[src/fmc_pkg.sv]
package fmc_pkg;
   // register byte offsets (one aligned word each)
   localparam logic [7:0] OFF_FEATURE_SELECT = 8'h00;
   localparam logic [7:0] OFF_SECTOR_COUNT   = 8'h04;
   localparam logic [7:0] OFF_SECTOR_NUMBER  = 8'h08;
   localparam logic [7:0] OFF_CYLINDER_LOW   = 8'h0c;
   localparam logic [7:0] OFF_CYLINDER_HIGH  = 8'h10;
   localparam logic [7:0] OFF_DRIVE_AND_HEAD = 8'h14;
   localparam logic [7:0] OFF_COMMAND_CODE   = 8'h18;
   localparam logic [7:0] OFF_ERROR          = 8'h1c;
   localparam logic [7:0] OFF_STATUS         = 8'h20;
   localparam logic [7:0] OFF_SETTINGS       = 8'h24;
   localparam logic [7:0] OFF_CONTROL        = 8'h28;
   localparam logic [7:0] OFF_ACCESS         = 8'h2c;
   localparam logic [7:0] OFF_ID_WORDS       = 8'h30;
   localparam logic [7:0] OFF_MAX_ADDR       = 8'h34;
   localparam logic [7:0] OFF_CAPACITY       = 8'h38;
   // command codes
   localparam logic [7:0] CMD_SET_FEATURES   = 8'hef;
   localparam logic [7:0] CMD_SET_MAX        = 8'hf9;
   localparam logic [7:0] CMD_READ_NATIVE    = 8'hf8;
   // set features subcommands
   localparam logic [7:0] SF_AAM_ON          = 8'h42;
   localparam logic [7:0] SF_AAM_OFF         = 8'hc2;
   localparam logic [7:0] SF_RLA_ON          = 8'haa;
   localparam logic [7:0] SF_RLA_OFF         = 8'h55;
   localparam logic [7:0] SF_REL_ON          = 8'h5d;
   localparam logic [7:0] SF_REL_OFF         = 8'hdd;
   localparam logic [7:0] SF_SVC_ON          = 8'h5e;
   localparam logic [7:0] SF_SVC_OFF         = 8'hde;
   localparam logic [7:0] SF_REV_ON          = 8'hcc;
   localparam logic [7:0] SF_REV_OFF         = 8'h66;
   // acoustic level classes
   localparam logic [7:0] AAM_RESERVED       = 8'hff;
   localparam logic [7:0] AAM_MAX_PERF       = 8'hfe;
   localparam logic [7:0] AAM_MIN_NOISE      = 8'h80;
   localparam logic [7:0] AAM_VENDOR         = 8'h00;
   // set max feature values
   localparam logic [7:0] SM_ADDRESS         = 8'h00;
   localparam logic [7:0] SM_FREEZE          = 8'h04;
   // field positions
   localparam int VV_BIT      = 0;
   localparam int LBA_BIT     = 6;
   localparam int DRV_BIT     = 4;
   localparam int AAM_EN_BIT  = 9;
   localparam int ERR_ADDRESS_NOT_FOUND    = 4;
   localparam int ERR_COMMAND_ABORTED    = 2;
   localparam int ST_BSY      = 7;
   localparam int ST_DRIVE_READY_FLAG     = 6;
   localparam int ST_DF       = 5;
   localparam int ST_DRQ      = 3;
   localparam int ST_ERR      = 0;
   // reset values
   localparam logic [7:0]  RST_STATUS  = 8'h40;
   localparam logic [27:0] RST_MAX     = 28'hfffffff;
   localparam logic [7:0]  RST_AAM_LVL = 8'hfe;
   typedef enum logic [1:0] {
      FMC_IDLE = 2'b00,
      FMC_EXEC = 2'b01,
      FMC_DONE = 2'b11
   } fmc_state_t;
endpackage

[src/fmc_core.sv]
// Behaviour
// - subcommand 42h enables acoustic management at the level in sector count
// - acoustic enable and level survive soft and hard reset; only power-on reset restores them
// - acoustic level decoded into reserved, max, intermediate, min, retired, vendor
// - successful acoustic enable updates identify word 94 low byte
// - aborted acoustic subcommand keeps previous state and level
// - subcommand C2h disables acoustic management, optionally unimplemented
// - acoustic disable zeroes word 94 low byte and word 86 bit 9
// - AAh enables read look-ahead, 55h disables it
// - 5Dh/DDh enable/disable release interrupt
// - 5Eh/DEh enable/disable service interrupt
// - CCh enables revert to defaults, 66h keeps settings over soft reset
// - set max operation chosen from feature select value
// - set max address is F9h with feature 00h, no data
// - volatility bit one keeps new maximum, zero reverts to non-volatile one
// - drive/head bit 6 selects linear versus cylinder-head-sector form
// - completion returns maximum in force in address registers
// - success clears busy, fault, request, error and sets ready
// - abort if unsupported, over capacity, or no preceding read native max
// - second non-volatile set max since hard reset reports address not found
// - access beyond new maximum rejected with address not found
`timescale 1ns/10ps
module fmc_core
   import fmc_pkg::*;
#(
   parameter bit AAM_OFF_SUPPORTED = 1'b1
)(
   input  wire logic        pclk,          // bus clock
   input  wire logic        presetn,       // async reset, power-on
   input  wire logic        psel,          // apb select
   input  wire logic        penable,       // apb enable
   input  wire logic        pwrite,        // apb direction
   input  wire logic [7:0]  paddr,         // apb byte address
   input  wire logic [31:0] pwdata,        // apb write data
   output logic      [31:0] prdata,        // apb read data
   output logic             pready,        // apb ready
   output logic             pslverr,       // apb error
   output logic             aam_en,        // acoustic management on
   output logic      [7:0]  aam_level,     // acoustic level
   output logic             look_ahead_en, // read look-ahead on
   output logic             rel_irq_en,    // release interrupt on
   output logic             svc_irq_en,    // service interrupt on
   output logic             revert_en,     // revert to defaults on
   output logic      [27:0] max_addr,      // maximum address in force
   output logic             max_is_lba     // maximum held as linear
);
   logic [7:0]  feat_r;
   logic [7:0]  cnt_r;
   logic [7:0]  sn_r;
   logic [7:0]  cl_r;
   logic [7:0]  ch_r;
   logic [7:0]  dh_r;
   logic [7:0]  err_r;
   logic [7:0]  stat_r;
   logic [7:0]  cmd_r;
   logic        aam_en_r;
   logic        rla_r;
   logic        rel_r;
   logic        svc_r;
   logic        rev_r;
   logic        lba_r;
   logic [7:0]  aam_lvl_r;
   logic [27:0] max_r;
   logic [27:0] nv_max_r;
   logic [27:0] cap_r;
   logic [27:0] acc_addr_r;
   logic        nv_used_r;
   logic        native_ok_r;
   logic        acc_address_not_found_r;
   fmc_state_t  state_r;
   logic [31:0] prdata_r;
   logic        pready_r;
   logic        pslverr_r;

   wire acc_phase = psel & penable & ~pready_r;
   wire wr = acc_phase & pwrite;
   wire rd = acc_phase & ~pwrite;
   wire busy = state_r != FMC_IDLE;
   wire wr_cmd = wr & (paddr == OFF_COMMAND_CODE) & ~busy;
   wire wr_tf = wr & ~busy;
   // soft reset (control bit 0) and hard reset (control bit 1)
   wire soft_rst = wr & (paddr == OFF_CONTROL) & pwdata[0];
   wire hard_rst = wr & (paddr == OFF_CONTROL) & pwdata[1];
   wire acc_req = wr & (paddr == OFF_ACCESS);

   // acoustic level class code: 0 vendor 1 retired 2 min 3 mid 4 max 5 reserved
   wire [2:0] aam_class =
      (aam_lvl_r == AAM_RESERVED) ? 3'h5 :
      (aam_lvl_r == AAM_MAX_PERF) ? 3'h4 :
      (aam_lvl_r >  AAM_MIN_NOISE) ? 3'h3 :
      (aam_lvl_r == AAM_MIN_NOISE) ? 3'h2 :
      (aam_lvl_r == AAM_VENDOR) ? 3'h0 : 3'h1;

   wire [27:0] new_max = {dh_r[3:0], ch_r, cl_r, sn_r};
   wire        is_sf = cmd_r == CMD_SET_FEATURES;
   wire        is_sm = cmd_r == CMD_SET_MAX;
   wire        is_rn = cmd_r == CMD_READ_NATIVE;
   wire        sm_addr = is_sm & (feat_r == SM_ADDRESS);
   // set password, lock, unlock, freeze are not implemented here
   wire        sm_other = is_sm & (feat_r != SM_ADDRESS);
   wire        sf_known =
      (feat_r == SF_AAM_ON) | ((feat_r == SF_AAM_OFF) & AAM_OFF_SUPPORTED) |
      (feat_r == SF_RLA_ON) | (feat_r == SF_RLA_OFF) |
      (feat_r == SF_REL_ON) | (feat_r == SF_REL_OFF) |
      (feat_r == SF_SVC_ON) | (feat_r == SF_SVC_OFF) |
      (feat_r == SF_REV_ON) | (feat_r == SF_REV_OFF);
   wire        sm_abort = ~native_ok_r | (new_max > cap_r);
   // a set max with the volatility select bit set is the non-volatile kind
   wire        sm_address_not_found = cnt_r[VV_BIT] & nv_used_r;
   wire        do_abort = (is_sf & ~sf_known) | sm_other |
                          (sm_addr & sm_abort) | ~(is_sf | is_sm | is_rn);
   wire        exec = state_r == FMC_EXEC;
   wire        ok = exec & ~do_abort & ~(sm_addr & sm_address_not_found);
   wire        sf_ok = ok & is_sf;
   wire        sm_ok = ok & sm_addr;
   wire [27:0] ret_max = sm_ok ? new_max : max_r;
   wire [15:0] id_w94 = aam_en_r ? {8'h00, aam_lvl_r} : 16'h0000;
   wire [15:0] id_w86 = 16'(aam_en_r) << AAM_EN_BIT;

   wire [31:0] rd_mux =
      (paddr == OFF_SECTOR_COUNT)   ? {24'h0, cnt_r} :
      (paddr == OFF_SECTOR_NUMBER)  ? {24'h0, sn_r} :
      (paddr == OFF_CYLINDER_LOW)   ? {24'h0, cl_r} :
      (paddr == OFF_CYLINDER_HIGH)  ? {24'h0, ch_r} :
      (paddr == OFF_DRIVE_AND_HEAD) ? {24'h0, dh_r} :
      (paddr == OFF_ERROR)          ? {24'h0, err_r} :
      (paddr == OFF_STATUS)         ? {24'h0, stat_r} :
      (paddr == OFF_SETTINGS)       ? {16'h0, aam_class, rev_r, svc_r, rel_r,
                                       rla_r, aam_en_r, aam_lvl_r} :
      (paddr == OFF_ACCESS)         ? {31'h0, acc_address_not_found_r} :
      (paddr == OFF_ID_WORDS)       ? {id_w86, id_w94} :
      (paddr == OFF_MAX_ADDR)       ? {3'h0, lba_r, max_r} :
      (paddr == OFF_CAPACITY)       ? {4'h0, cap_r} : 32'h0;
   wire addr_ok = (paddr <= OFF_CAPACITY) & (paddr[1:0] == 2'b00);

   // apb slave: one wait state, answer in the second access cycle
   always_ff @(posedge pclk or negedge presetn)
   begin
      if (!presetn)
      begin
         pready_r  <= 1'b0;
         pslverr_r <= 1'b0;
         prdata_r  <= 32'h0;
      end
      else
      begin
         pready_r  <= acc_phase;
         pslverr_r <= acc_phase & ~addr_ok;
         prdata_r  <= rd ? rd_mux : 32'h0;
      end
   end

   // command sequencer
   always_ff @(posedge pclk or negedge presetn)
   begin
      if (!presetn)
         state_r <= FMC_IDLE;
      else
      begin
         case (state_r)
            FMC_IDLE: state_r <= wr_cmd ? FMC_EXEC : FMC_IDLE;
            FMC_EXEC: state_r <= FMC_DONE;
            FMC_DONE: state_r <= FMC_IDLE;
            default:  state_r <= FMC_IDLE;
         endcase
      end
   end

   // task file inputs and outputs
   always_ff @(posedge pclk or negedge presetn)
   begin
      if (!presetn)
      begin
         feat_r <= 8'h00;
         cnt_r  <= 8'h00;
         sn_r   <= 8'h00;
         cl_r   <= 8'h00;
         ch_r   <= 8'h00;
         dh_r   <= 8'h00;
         cmd_r  <= 8'h00;
      end
      else if (exec & (sm_ok | (is_rn & ~do_abort)))
      begin
         sn_r <= ret_max[7:0];
         cl_r <= ret_max[15:8];
         ch_r <= ret_max[23:16];
         dh_r <= {dh_r[7:4], ret_max[27:24]};
      end
      else if (wr_tf)
      begin
         if (paddr == OFF_FEATURE_SELECT) feat_r <= pwdata[7:0];
         if (paddr == OFF_SECTOR_COUNT)   cnt_r  <= pwdata[7:0];
         if (paddr == OFF_SECTOR_NUMBER)  sn_r   <= pwdata[7:0];
         if (paddr == OFF_CYLINDER_LOW)   cl_r   <= pwdata[7:0];
         if (paddr == OFF_CYLINDER_HIGH)  ch_r   <= pwdata[7:0];
         if (paddr == OFF_DRIVE_AND_HEAD) dh_r   <= pwdata[7:0];
         if (paddr == OFF_COMMAND_CODE)   cmd_r  <= pwdata[7:0];
      end
   end

   // status and error
   always_ff @(posedge pclk or negedge presetn)
   begin
      if (!presetn)
      begin
         stat_r <= RST_STATUS;
         err_r  <= 8'h00;
      end
      else if (wr_cmd)
      begin
         stat_r <= 8'h00;
         stat_r[ST_BSY] <= 1'b1;
         err_r  <= 8'h00;
      end
      else if (exec)
      begin
         err_r <= 8'h00;
         err_r[ERR_COMMAND_ABORTED] <= do_abort;
         err_r[ERR_ADDRESS_NOT_FOUND] <= ~do_abort & sm_addr & sm_address_not_found;
         stat_r <= 8'h00;
         stat_r[ST_DRIVE_READY_FLAG] <= 1'b1;
         stat_r[ST_ERR]  <= ~ok;
      end
   end

   // acoustic state is never touched by any reset kind except power-on
   always_ff @(posedge pclk or negedge presetn)
   begin
      if (!presetn)
      begin
         aam_en_r  <= 1'b0;
         aam_lvl_r <= RST_AAM_LVL;
      end
      else if (sf_ok & (feat_r == SF_AAM_ON))
      begin
         aam_en_r  <= 1'b1;
         aam_lvl_r <= cnt_r;
      end
      else if (sf_ok & (feat_r == SF_AAM_OFF))
         aam_en_r <= 1'b0;
   end

   // enables hold until their subcommand or a hard reset; all but revert also return to defaults on a soft reset while revert is on
   always_ff @(posedge pclk or negedge presetn)
   begin
      if (!presetn)
      begin
         rla_r <= 1'b1;
         rel_r <= 1'b0;
         svc_r <= 1'b0;
         rev_r <= 1'b1;
      end
      else if (hard_rst | (soft_rst & rev_r))
      begin
         rla_r <= 1'b1;
         rel_r <= 1'b0;
         svc_r <= 1'b0;
         if (hard_rst) rev_r <= 1'b1;
      end
      else if (sf_ok)
      begin
         if (feat_r == SF_RLA_ON)  rla_r <= 1'b1;
         if (feat_r == SF_RLA_OFF) rla_r <= 1'b0;
         if (feat_r == SF_REL_ON)  rel_r <= 1'b1;
         if (feat_r == SF_REL_OFF) rel_r <= 1'b0;
         if (feat_r == SF_SVC_ON)  svc_r <= 1'b1;
         if (feat_r == SF_SVC_OFF) svc_r <= 1'b0;
         if (feat_r == SF_REV_ON)  rev_r <= 1'b1;
         if (feat_r == SF_REV_OFF) rev_r <= 1'b0;
      end
   end

   // maximum address state
   always_ff @(posedge pclk or negedge presetn)
   begin
      if (!presetn)
      begin
         max_r       <= RST_MAX;
         nv_max_r    <= RST_MAX;
         cap_r       <= RST_MAX;
         lba_r       <= 1'b1;
         nv_used_r   <= 1'b0;
         native_ok_r <= 1'b0;
      end
      else
      begin
         if (wr & (paddr == OFF_CAPACITY) & ~busy)
            cap_r <= pwdata[27:0];
         if (exec)
         begin
            native_ok_r <= is_rn & ~do_abort;
         end
         if (hard_rst)
         begin
            max_r     <= nv_max_r;
            nv_used_r <= 1'b0;
         end
         // a completing set max wins over a hard reset in the same cycle
         if (sm_ok)
         begin
            max_r <= new_max;
            lba_r <= dh_r[LBA_BIT];
            if (cnt_r[VV_BIT])
            begin
               nv_used_r <= 1'b1;
               nv_max_r  <= new_max;
            end
         end
      end
   end

   // media access check against the maximum in force
   always_ff @(posedge pclk or negedge presetn)
   begin
      if (!presetn)
      begin
         acc_addr_r <= 28'h0;
         acc_address_not_found_r <= 1'b0;
      end
      else
      begin
         if (acc_req)
            acc_addr_r <= pwdata[27:0];
         // rechecked every cycle so a new maximum applies one cycle after it takes force
         acc_address_not_found_r <= acc_addr_r > max_r;
      end
   end

   assign prdata        = prdata_r;
   assign pready        = pready_r;
   assign pslverr       = pslverr_r;
   assign aam_en        = aam_en_r;
   assign aam_level     = aam_lvl_r;
   assign look_ahead_en = rla_r;
   assign rel_irq_en    = rel_r;
   assign svc_irq_en    = svc_r;
   assign revert_en     = rev_r;
   assign max_addr      = max_r;
   assign max_is_lba    = lba_r;
endmodule

[config.mk]
export PLATFORM = sky130hd
export DESIGN_NAME = fmc_core
export DESIGN_NICKNAME = d
export VERILOG_FILES = /design/src/fmc_pkg.sv /design/src/fmc_core.sv
export SDC_FILE = /design/constraint.sdc
export NUM_CORES = 1
export LEC_CHECK = 0
export BUFFER_PORTS_ARGS = -buffer_cell sky130_fd_sc_hd__buf_2
export CORE_AREA = 10 10 226 228
export DETAILED_ROUTE_END_ITERATION = 16
export DIE_AREA = 0 0 236 238
export SETUP_SLACK_MARGIN = 0.4
export SYNTH_ARGS = -nofsm -noshare
export SYNTH_HDL_FRONTEND = slang
export SYNTH_SLANG_ARGS = --single-unit
[constraint.sdc]
create_clock -name pclk -period 8 [get_ports pclk]
set_input_delay 1.6 -clock pclk [delete_from_list [all_inputs] [get_ports pclk]]
set_output_delay 1.6 -clock pclk [all_outputs]
set_load 0.01 [all_outputs]
==> results.yml, run 1 <==
setup_path:
  critical_path.startpoint_type: "primary input"
  r2r_setup_slack_ps: 3860
  path_max_fanout: 25
  end_kind: "flip-flop"
  crit-reg2reg-capture: "nv_max_r[6]"
  data_arrival_time_at_the_worst_slack_endpoint_ps: 4840
  regToRegStartpoint: "cap_r[15]"
  reg2reg_path_depth: 8
  critical_path_required_ps: 8460
  critPathKind: "in -> reg"
timing:
  final-max-slew-violation-count: 0
  tns_ps: 0
  number_of_hold_slack_violations_in_the_final_timing_report: 0
  maxClockFrequency_ghz: 0.229
  min_period_over_period: 0.547
  finalWorstPathRequiredPeriod_ps: 4370
  worstMarginPinSlew_ps: 1370
  relSlewSlack: 0.0814
  grt_setup_unrepaired: "false"
  finalSetupViolCount: 0
  worst_hold_slack_ps: 480
  clock_skew_ps: 15.9
floorplanning:
  rows: 79
  die_x_microns: 236
  core_sq_mm: 0.0464
  io_pins: 121
  die_y_microns: 238
  initial_utilization: 0.247
  design.die.area_sq_mm: 0.0562
power_and_ir_drop:
  leakage_nw: 6.15
  power_mw: 2.46
  max-vdd-ir-drop_mv: 0.153
  cellPowerDensity_mw_per_mm2: 181
job:
  timing.max_cap.violations: 0
detailed_routing:
  finalWirelength_microns: 36700
  via_per_inst: 4.88
  route.detailed.wl_per_inst_microns: 21.2
  via_count: 8434
  remaining_drc_errors: 0
  postRouteAntennaNets: 0
  detailedRoute.firstIterationViolations: 917
  drt_first_pass_iters: 9
synthesis:
  synth_unique_cells: 64
  postSynth.topFlopCell: "sky130_fd_sc_hd__dfrtp_1"
  synth.yosys.seq_area_share: 0.497
  synth-edff-count: 0
  postSynthCellCount: 993
  asyncSetResetFlopFracSynth: 1.00
  ys_warn_count: 0
  yosys_register_bits: 223
  syn-cell-area_sq_mm: 0.0115
  avgSynthCellArea_sq_um: 11.5
hold_path:
  holdPathStages: 2
  hold_path.class: "reg -> reg"
  hold-path-endpoint: "stat_r[7]"
  hold_start: "stat_r[7]"
placed_design:
  gp_congestion: 0.970
  buffer_ports.inserted: 113
  post-dp-hpwl_microns: 26800
  dp.cells: 1679
finish:
  layout.filler_cells: 4726
  area_delta_synth_final_pct: 18.3
  fin_util: 0.293
  finish.cell_count_without_fillers: 1728
  final_net_count: 1201
  post_route_cells_drive_above_1_share: 0.393
  layout_commonest_cell: "sky130_fd_sc_hd__mux2_2"
  most_frequent_cells_in_the_layout: "161 x sky130_fd_sc_hd__mux2_2, 128 x sky130_fd_sc_hd__dfrtp_1, 112 x sky130_fd_sc_hd__buf_2"
global_routing:
  grt_pass1_wl_microns: 55400
  grt_overflow_total: 0
  initial_antenna_violation_count: 4
  total_grt_usage: 0.126
  pin_count_of_the_biggest_net_entering_global_routing: 99
  grt_pass1_vias: 8517
run_status:
  run_status: "completed"
cts:
  clkTransAtPathRegs_ps: 60
  cts.repair_timing.setup_buffer_count: 0
  cts_htree_levels: 1
  cts_resized: 0
  clock-sinks: 223
  cts-buffers-inserted: 26
  worst_skew_late_latency_ps: 540
  ctsLongestPathBuffers: 3
  tritoncts: "yes"
  hold_buffers: 0
  cts_root_buffer: "sky130_fd_sc_hd__clkbuf_16"
==> power breakdown <==
group	switching (mW)	internal, mW
Combinational	0.0714	0.0338
Sequential	0.0130	1.15
Clock	0.479	0.712
Total	0.564	1.89
==> routing by layer <==
metal,up-vias,track usage,share of wire
li1,3823,-,-
met1,4240,0.167,0.44
met2,303,0.196,0.45
met3,62,0.0434,0.091
met4,6,0.0270,0.019
met5,-,0,0.0013
==> area by class of cell <==
type | count | area, sq um | area share
inverters | 64 | 240 | 0.0177
multi-input cells | 661 | 5330 | 0.393
well taps | 607 | 759 | 0.0560
diodes | 1 | 2.50 | 0.000185
clock inverters | 10 | 82.6 | 0.00609
repair buffers | 124 | 658 | 0.0485
flip-flops and latches | 223 | 5700 | 0.420
clock buffers | 38 | 787 | 0.0580
==> cells by family (layout without fill, tap and decap cells) <==
| family | Yosys count | in the layout | synth area share |
|---|---|---|---|
| DFF | 223 | 223 | 0.497 |
| and+or+nand+nor | 216 | 216 | 0.0961 |
| buffers and inverters | 111 | 236 | 0.0405 |
| AOI/OAI and AO/OA | 178 | 178 | 0.104 |
| other | 1 | 4 | 0.000327 |
| muxes | 208 | 208 | 0.201 |
| adders and majority gates | 56 | 56 | 0.0611 |
==> worst max path at each step <==
stage | start | end | slack, ps
global route | paddr[7] | cap_r[10] | 3450
global placement | paddr[7] | cap_r[9] | 3200
detailed placement | paddr[7] | cap_r[10] | 3140
CTS | paddr[7] | cap_r[17] | 3670
finish | paddr[7] | cap_r[10] | 3630
floorplan | paddr[5] | acc_addr_r[10] | 4500
==> sequential cells by signal (all words and copies together) (netlist names), 2 cells and up <==
name	flops
cmd_r	8
stat_r	3
ch_r	8
nv_max_r	28
sn_r	8
aam_level	8
cap_r	28
prdata	29
dh_r	8
max_addr	28
feat_r	8
acc_addr_r	28
state_r	2
cnt_r	8
err_r	2
cl_r	8
==> cell usage after synthesis (5+ instances only) <==
cell / instances / area [sq um]
sky130_fd_sc_hd__mux2_2: 161 / 1810
sky130_fd_sc_hd__dfrtp_1: 128 / 3200
sky130_fd_sc_hd__dfstp_2: 95 / 2500
sky130_fd_sc_hd__nor2_1: 67 / 251
sky130_fd_sc_hd__inv_1: 64 / 240
sky130_fd_sc_hd__a21oi_1: 58 / 290
sky130_fd_sc_hd__ha_1: 56 / 701
sky130_fd_sc_hd__nand2_1: 49 / 184
sky130_fd_sc_hd__mux2i_1: 33 / 330
sky130_fd_sc_hd__a22oi_1: 27 / 203
sky130_fd_sc_hd__clkbuf_1: 25 / 93.8
sky130_fd_sc_hd__o21ai_0: 22 / 110
sky130_fd_sc_hd__nand3_1: 16 / 80.1
sky130_fd_sc_hd__nand4_1: 15 / 93.8
sky130_fd_sc_hd__mux2_1: 14 / 158
sky130_fd_sc_hd__a31oi_1: 10 / 62.6
sky130_fd_sc_hd__nor2b_1: 10 / 62.6
sky130_fd_sc_hd__buf_1: 9 / 33.8
sky130_fd_sc_hd__nor3_1: 9 / 45.0
sky130_fd_sc_hd__a221o_1: 8 / 80.1
sky130_fd_sc_hd__a21o_1: 7 / 52.6
sky130_fd_sc_hd__nor4_1: 7 / 43.8
sky130_fd_sc_hd__a211oi_1: 6 / 45.0
sky130_fd_sc_hd__buf_4: 6 / 45.0
sky130_fd_sc_hd__a222oi_1: 5 / 50.1
sky130_fd_sc_hd__and3_1: 5 / 31.3
sky130_fd_sc_hd__buf_2: 5 / 25.0
sky130_fd_sc_hd__o211ai_1: 5 / 37.5
sky130_fd_sc_hd__o22ai_1: 5 / 31.3
==> through the flow <==
| step | setup WS (ps) | instance area, sq um |
|---|---|---|
| after floorplan | 4500 | 11500 |
| after CTS | 3670 | 13600 |
| final | 3630 | 13600 |
| after global placement | 3200 | 12700 |
| after detailed placement | 3140 | 12700 |
| after global routing | 3450 | 13600 |
==> worst max-delay path, stage by stage <==
cell and delay [ps]:
sky130_fd_sc_hd__buf_2 120, sky130_fd_sc_hd__nor2_1 310, sky130_fd_sc_hd__nand3_1 490, sky130_fd_sc_hd__nor2_4 830, sky130_fd_sc_hd__nand2_1 690, sky130_fd_sc_hd__buf_4 440
sky130_fd_sc_hd__mux2_2 300
Power figures use the tool's default switching activity.
==> run 2, diff against run 1 <==
- clock period: 8 -> 4.3 ns (I/O delays scaled with it)
==> results.yml, run 2 (synthesis results as in run 1) <==
hold_path:
  hold_path.class: "in -> async"
cts:
  clkTransAtPathRegs_ps: 60
  clock-sinks: 223
  cts_htree_levels: 1
  ctsLongestPathBuffers: 3
  cts_root_buffer: "sky130_fd_sc_hd__clkbuf_16"
  tritoncts: "yes"
  cts.repair_timing.setup_buffer_count: 0
  cts-buffers-inserted: 25
  worst_skew_late_latency_ps: 530
  hold_buffers: 0
  cts_resized: 0
floorplanning:
  initial_utilization: 0.247
  core_sq_mm: 0.0464
  design.die.area_sq_mm: 0.0562
  io_pins: 121
  die_x_microns: 236
  rows: 79
  die_y_microns: 238
setup_path:
  critical_path.startpoint_type: "flip-flop"
  critPathKind: "reg -> reg"
  data_arrival_time_at_the_worst_slack_endpoint_ps: 3970
  critical_path_required_ps: 4750
  path_max_fanout: 28
  end_kind: "flip-flop"
power_and_ir_drop:
  p_comb_frac: 0.045
  power.internal_mw: 3.40
  power_switching_mw: 1.02
  power_frac_clock: 0.466
  max-vdd-ir-drop_mv: 0.229
  power_mw: 4.42
  power_frac_seq: 0.488
  power_switching_share: 0.231
  leakage_nw: 6.13
  cellPowerDensity_mw_per_mm2: 327
finish:
  largest_register_ffs: 29
  layout.filler_cells: 4778
  final-seq-area_sq_mm: 0.00570
  most_frequent_cells_in_the_layout: "161 x sky130_fd_sc_hd__mux2_2, 128 x sky130_fd_sc_hd__dfrtp_1, 112 x sky130_fd_sc_hd__buf_2"
  finish.cell_count_without_fillers: 1732
  post_route_cells_drive_above_1_share: 0.387
  multi_input_comb_area_sq_mm: 0.00533
  fin_util: 0.292
  area_delta_synth_final_pct: 18.0
  layout_commonest_cell: "sky130_fd_sc_hd__mux2_2"
  final_net_count: 1206
detailed_routing:
  drt_first_pass_iters: 5
  finalWirelength_microns: 37300
  remaining_drc_errors: 0
  via_per_inst: 4.88
  detailedRoute.firstIterationViolations: 846
  postRouteAntennaNets: 0
  route.detailed.wl_per_inst_microns: 21.5
  via_count: 8448
timing:
  final-max-slew-violation-count: 0
  relSlewSlack: 0.264
  tns_ps: 0
  finalWorstPathRequiredPeriod_ps: 3520
  finalSetupViolCount: 0
  clock_skew_ps: 13.3
  worst_hold_slack_ps: 424
  maxClockFrequency_ghz: 0.284
  min_period_over_period: 0.819
  worstMarginPinSlew_ps: 1100
  number_of_hold_slack_violations_in_the_final_timing_report: 0
  grt_setup_unrepaired: "false"
global_routing:
  grt_overflow_total: 0
  grt_pass1_wl_microns: 56300
  grt_pass1_vias: 8609
  total_grt_usage: 0.130
  initial_antenna_violation_count: 6
  pin_count_of_the_biggest_net_entering_global_routing: 124
placed_design:
  dp.cells: 1685
  buffer_ports.inserted: 113
  post-dp-hpwl_microns: 27400
  gp_congestion: 0.929
job:
  timing.max_cap.violations: 0
run_status:
  run_status: "completed"
-- run 2: area by class of cell --
cell class                      count  share of cell area
Sequential cell                   223               0.421
Multi-Input combinational cell    661               0.393
Tap cell                          607              0.0561
Timing Repair Buffer              130              0.0538
Clock buffer                       40              0.0533
Inverter                           64              0.0177
Clock inverter                      5             0.00407
Antenna cell                        2            0.000370
-- run 2: worst max-delay path, cell delays in order (launching register included) --
cell	delay [ps]
sky130_fd_sc_hd__dfstp_2	540
sky130_fd_sc_hd__inv_1	50
sky130_fd_sc_hd__ha_1	310
sky130_fd_sc_hd__nand4_1	200
sky130_fd_sc_hd__nor2_1	110
sky130_fd_sc_hd__a21boi_1	150
sky130_fd_sc_hd__o41a_1	390
sky130_fd_sc_hd__or3_4	420
sky130_fd_sc_hd__a2111oi_4	380
sky130_fd_sc_hd__buf_4	480
sky130_fd_sc_hd__mux2_2	400
-- run 2: per-stage QoR --
stage	setup WS, ps	cell area [sq um]
after CTS	763	13500
after global routing	645	13500
final	780	13500
after detailed placement	780	12800
after global placement	868	12800
after floorplan	1320	11500
-- run 2: path summary, 6_finish.rpt --
check	slack (ps)	end	cells after the start	from
setup / recovery	780	nv_max_r[9]	10	cap_r[10]
hold / removal	420	prdata[27]	1	presetn
setup reg to reg	780	nv_max_r[9]	10	cap_r[10]
hold reg to reg	490	stat_r[7]	2	stat_r[7]
max in group asynchronous	2960	look_ahead_en	2	presetn
min in group pclk	490	stat_r[7]	2	stat_r[7]
-- run 2: power groups by stage --
stage	sequential, mW	clock, mW	combinational [mW]
after floorplan	2.18	0	0.0904
after global placement	2.19	0	0.195
after detailed placement	2.19	0	0.201
after CTS	2.16	2.12	0.202
after global routing	2.16	2.21	0.225
final	2.16	2.06	0.201
-- run 2: routing by layer --
metal / wire (microns) / share of wire / GRT usage
met5: 47 / 0.0013 / 0
met3: 3220 / 0.086 / 0.0426
met2: 16400 / 0.44 / 0.198
met1: 16700 / 0.45 / 0.173
met4: 932 / 0.025 / 0.0346
==> run 3, diff against run 2 <==
- clock period: 4.3 -> 3.3 ns (I/O delays scaled with it)
==> results.yml, run 3 (synthesis results as in run 1) <==
run_status:
  run_status: "completed"
cts:
  clock-sinks: 223
  cts-buffers-inserted: 26
  tritoncts: "yes"
  clkTransAtPathRegs_ps: 60
  worst_skew_late_latency_ps: 540
  cts_htree_levels: 1
  ctsLongestPathBuffers: 3
  cts_root_buffer: "sky130_fd_sc_hd__clkbuf_16"
placed_design:
  dpl_cell_area_sq_mm: 0.0131
  dp.cells: 1725
  buffer_ports.inserted: 113
  gp_congestion: 0.932
  post-dp-hpwl_microns: 27800
setup_path:
  slowest_stage_cell_on_the_critical_path: "sky130_fd_sc_hd__dfstp_2"
  path_max_fanout: 29
  family_with_the_most_delay_on_the_worst_path: "compound AO/OA/AOI/OAI gates"
  critical_path.startpoint_type: "flip-flop"
  end_kind: "flip-flop"
  critPathLaunch: "cap_r[5]"
  regToRegStartpoint: "cap_r[5]"
  critPathKind: "reg -> reg"
  buf_inv_on_cp: 3
  critical_path_required_ps: 3750
  crit_path_cell_trace: "inv_1 > ha_1 > a21o_1 > nand3_1 > a21oi_1 > o41a_1 > or3_4 > buf_4 > a211oi_4 > buf_12 > mux2_2"
  data_arrival_time_at_the_worst_slack_endpoint_ps: 3660
  crit_path_max_incr_delay_ps: 540
detailed_routing:
  postRouteAntennaNets: 0
  route.detailed.wl_per_inst_microns: 21.6
  remaining_drc_errors: 0
  detailedRoute.firstIterationViolations: 796
  via_count: 8646
  via_per_inst: 4.84
  finalWirelength_microns: 38500
  drt_first_pass_iters: 6
finish:
  final_net_count: 1259
  layout_commonest_cell: "sky130_fd_sc_hd__mux2_2"
  n_antenna_cell: 0
  area_delta_synth_final_pct: 25.5
  most_frequent_cells_in_the_layout: "148 x sky130_fd_sc_hd__mux2_2, 128 x sky130_fd_sc_hd__dfrtp_1, 112 x sky130_fd_sc_hd__buf_2"
  largest_register_ffs: 29
  post_route_cells_drive_above_1_share: 0.443
  layout.cell_area.non_filler_sq_mm: 0.0144
  finish.cell_count_without_fillers: 1785
power_and_ir_drop:
  power_switching_share: 0.222
  max-vdd-ir-drop_mv: 0.359
  leakage_nw: 6.52
  power_frac_seq: 0.447
  power_switching_mw: 1.39
  power_frac_clock: 0.508
  p_comb_frac: 0.045
  power.internal_mw: 4.89
  cellPowerDensity_mw_per_mm2: 437
global_routing:
  pin_count_of_the_biggest_net_entering_global_routing: 87
  grt_pass1_wl_microns: 57700
  total_grt_usage: 0.133
  initial_antenna_violation_count: 1
  grt_overflow_total: 0
  grt_pass1_vias: 8749
hold_path:
  hold_path.class: "in -> async"
floorplanning:
  die_y_microns: 238
  io_pins: 121
  die_x_microns: 236
  design.die.area_sq_mm: 0.0562
  initial_utilization: 0.247
  rows: 79
  core_sq_mm: 0.0464
timing:
  final-max-slew-violation-count: 0
  number_of_hold_slack_violations_in_the_final_timing_report: 0
  clock_skew_ps: 15.9
  finalSetupViolCount: 0
  finalWorstPathRequiredPeriod_ps: 3200
  min_period_over_period: 0.971
  grt_setup_unrepaired: "true"
  worstMarginPinSlew_ps: 822
  relSlewSlack: 0.452
  maxClockFrequency_ghz: 0.312
  tns_ps: 0
job:
  timing.max_cap.violations: 0
run 3: cell type report:
| cell class | count | area, sq um |
|---|---|---|
| fillers | 4654 | 32000 |
| well taps | 607 | 759 |
| clock buffers | 34 | 722 |
| clock inverters | 14 | 230 |
| flip-flops and latches | 223 | 5700 |
| multi-input cells | 661 | 5490 |
| inverters | 64 | 240 |
| repair buffers | 182 | 1240 |
run 3: layer usage:
layer | share of wire | vias to the layer above | track usage
li1 | - | 3936 | -
met1 | 0.44 | 4318 | 0.176
met2 | 0.44 | 341 | 0.205
met3 | 0.093 | 49 | 0.0455
met4 | 0.019 | 2 | 0.0289
met5 | 0.00018 | - | 0
run 3: repair_timing:
| action | 4_1_cts | 5_1_grt |
|---|---|---|
| endpoints found under the hold margin | 0 | 0 |
| endpoints found under the setup margin | 58 | 58 |
| pin swaps | 0 | 1 |
| hold buffers | 0 | 0 |
| gates cloned | 3 | 0 |
| gates resized for setup | 37 | 11 |
| buffers inserted | 8 | 1 |
run 3: final timing paths:
check	to	slack [ps]	cells after the start
min	prdata[26]	140	1
max reg2reg	max_addr[11]	100	11
min in group pclk	acc_addr_r[18]	380	2
max	max_addr[11]	100	11
max in group asynchronous	nv_max_r[8]	2340	2
min reg2reg	stat_r[7]	480	2
run 3: per-stage QoR:
stage	util	hold slack, ps	total power [mW]	setup slack, ps
floorplan	-	364	2.96	388
global placement	0.282	472	3.12	70.9
detailed placement	0.282	475	3.13	54.0
CTS	0.309	160	6.35	123
global route	0.310	197	6.49	10.7
finish	0.310	144	6.28	95.4
run 3: power by group through the flow:
| stage | Sequential (mW) | Clock [mW] | Combinational (mW) |
|---|---|---|---|
| 3_3_place_gp | 2.85 | 0 | 0.274 |
| 4_1_cts | 2.80 | 3.26 | 0.284 |
| 3_5_place_dp | 2.85 | 0 | 0.280 |
| 2_1_floorplan | 2.84 | 0 | 0.118 |
| 6_report | 2.81 | 3.19 | 0.282 |
| 5_1_grt | 2.81 | 3.37 | 0.316 |
run 3: worst register-to-register path, stage by stage (launching register included):
cell	delay [ps]
sky130_fd_sc_hd__dfstp_2	540
sky130_fd_sc_hd__inv_1	40
sky130_fd_sc_hd__ha_1	300
sky130_fd_sc_hd__a21o_1	170
sky130_fd_sc_hd__nand3_1	70
sky130_fd_sc_hd__a21oi_1	70
sky130_fd_sc_hd__o41a_1	420
sky130_fd_sc_hd__or3_4	420
sky130_fd_sc_hd__buf_4	150
sky130_fd_sc_hd__a211oi_4	260
sky130_fd_sc_hd__buf_12	240
sky130_fd_sc_hd__mux2_2	420
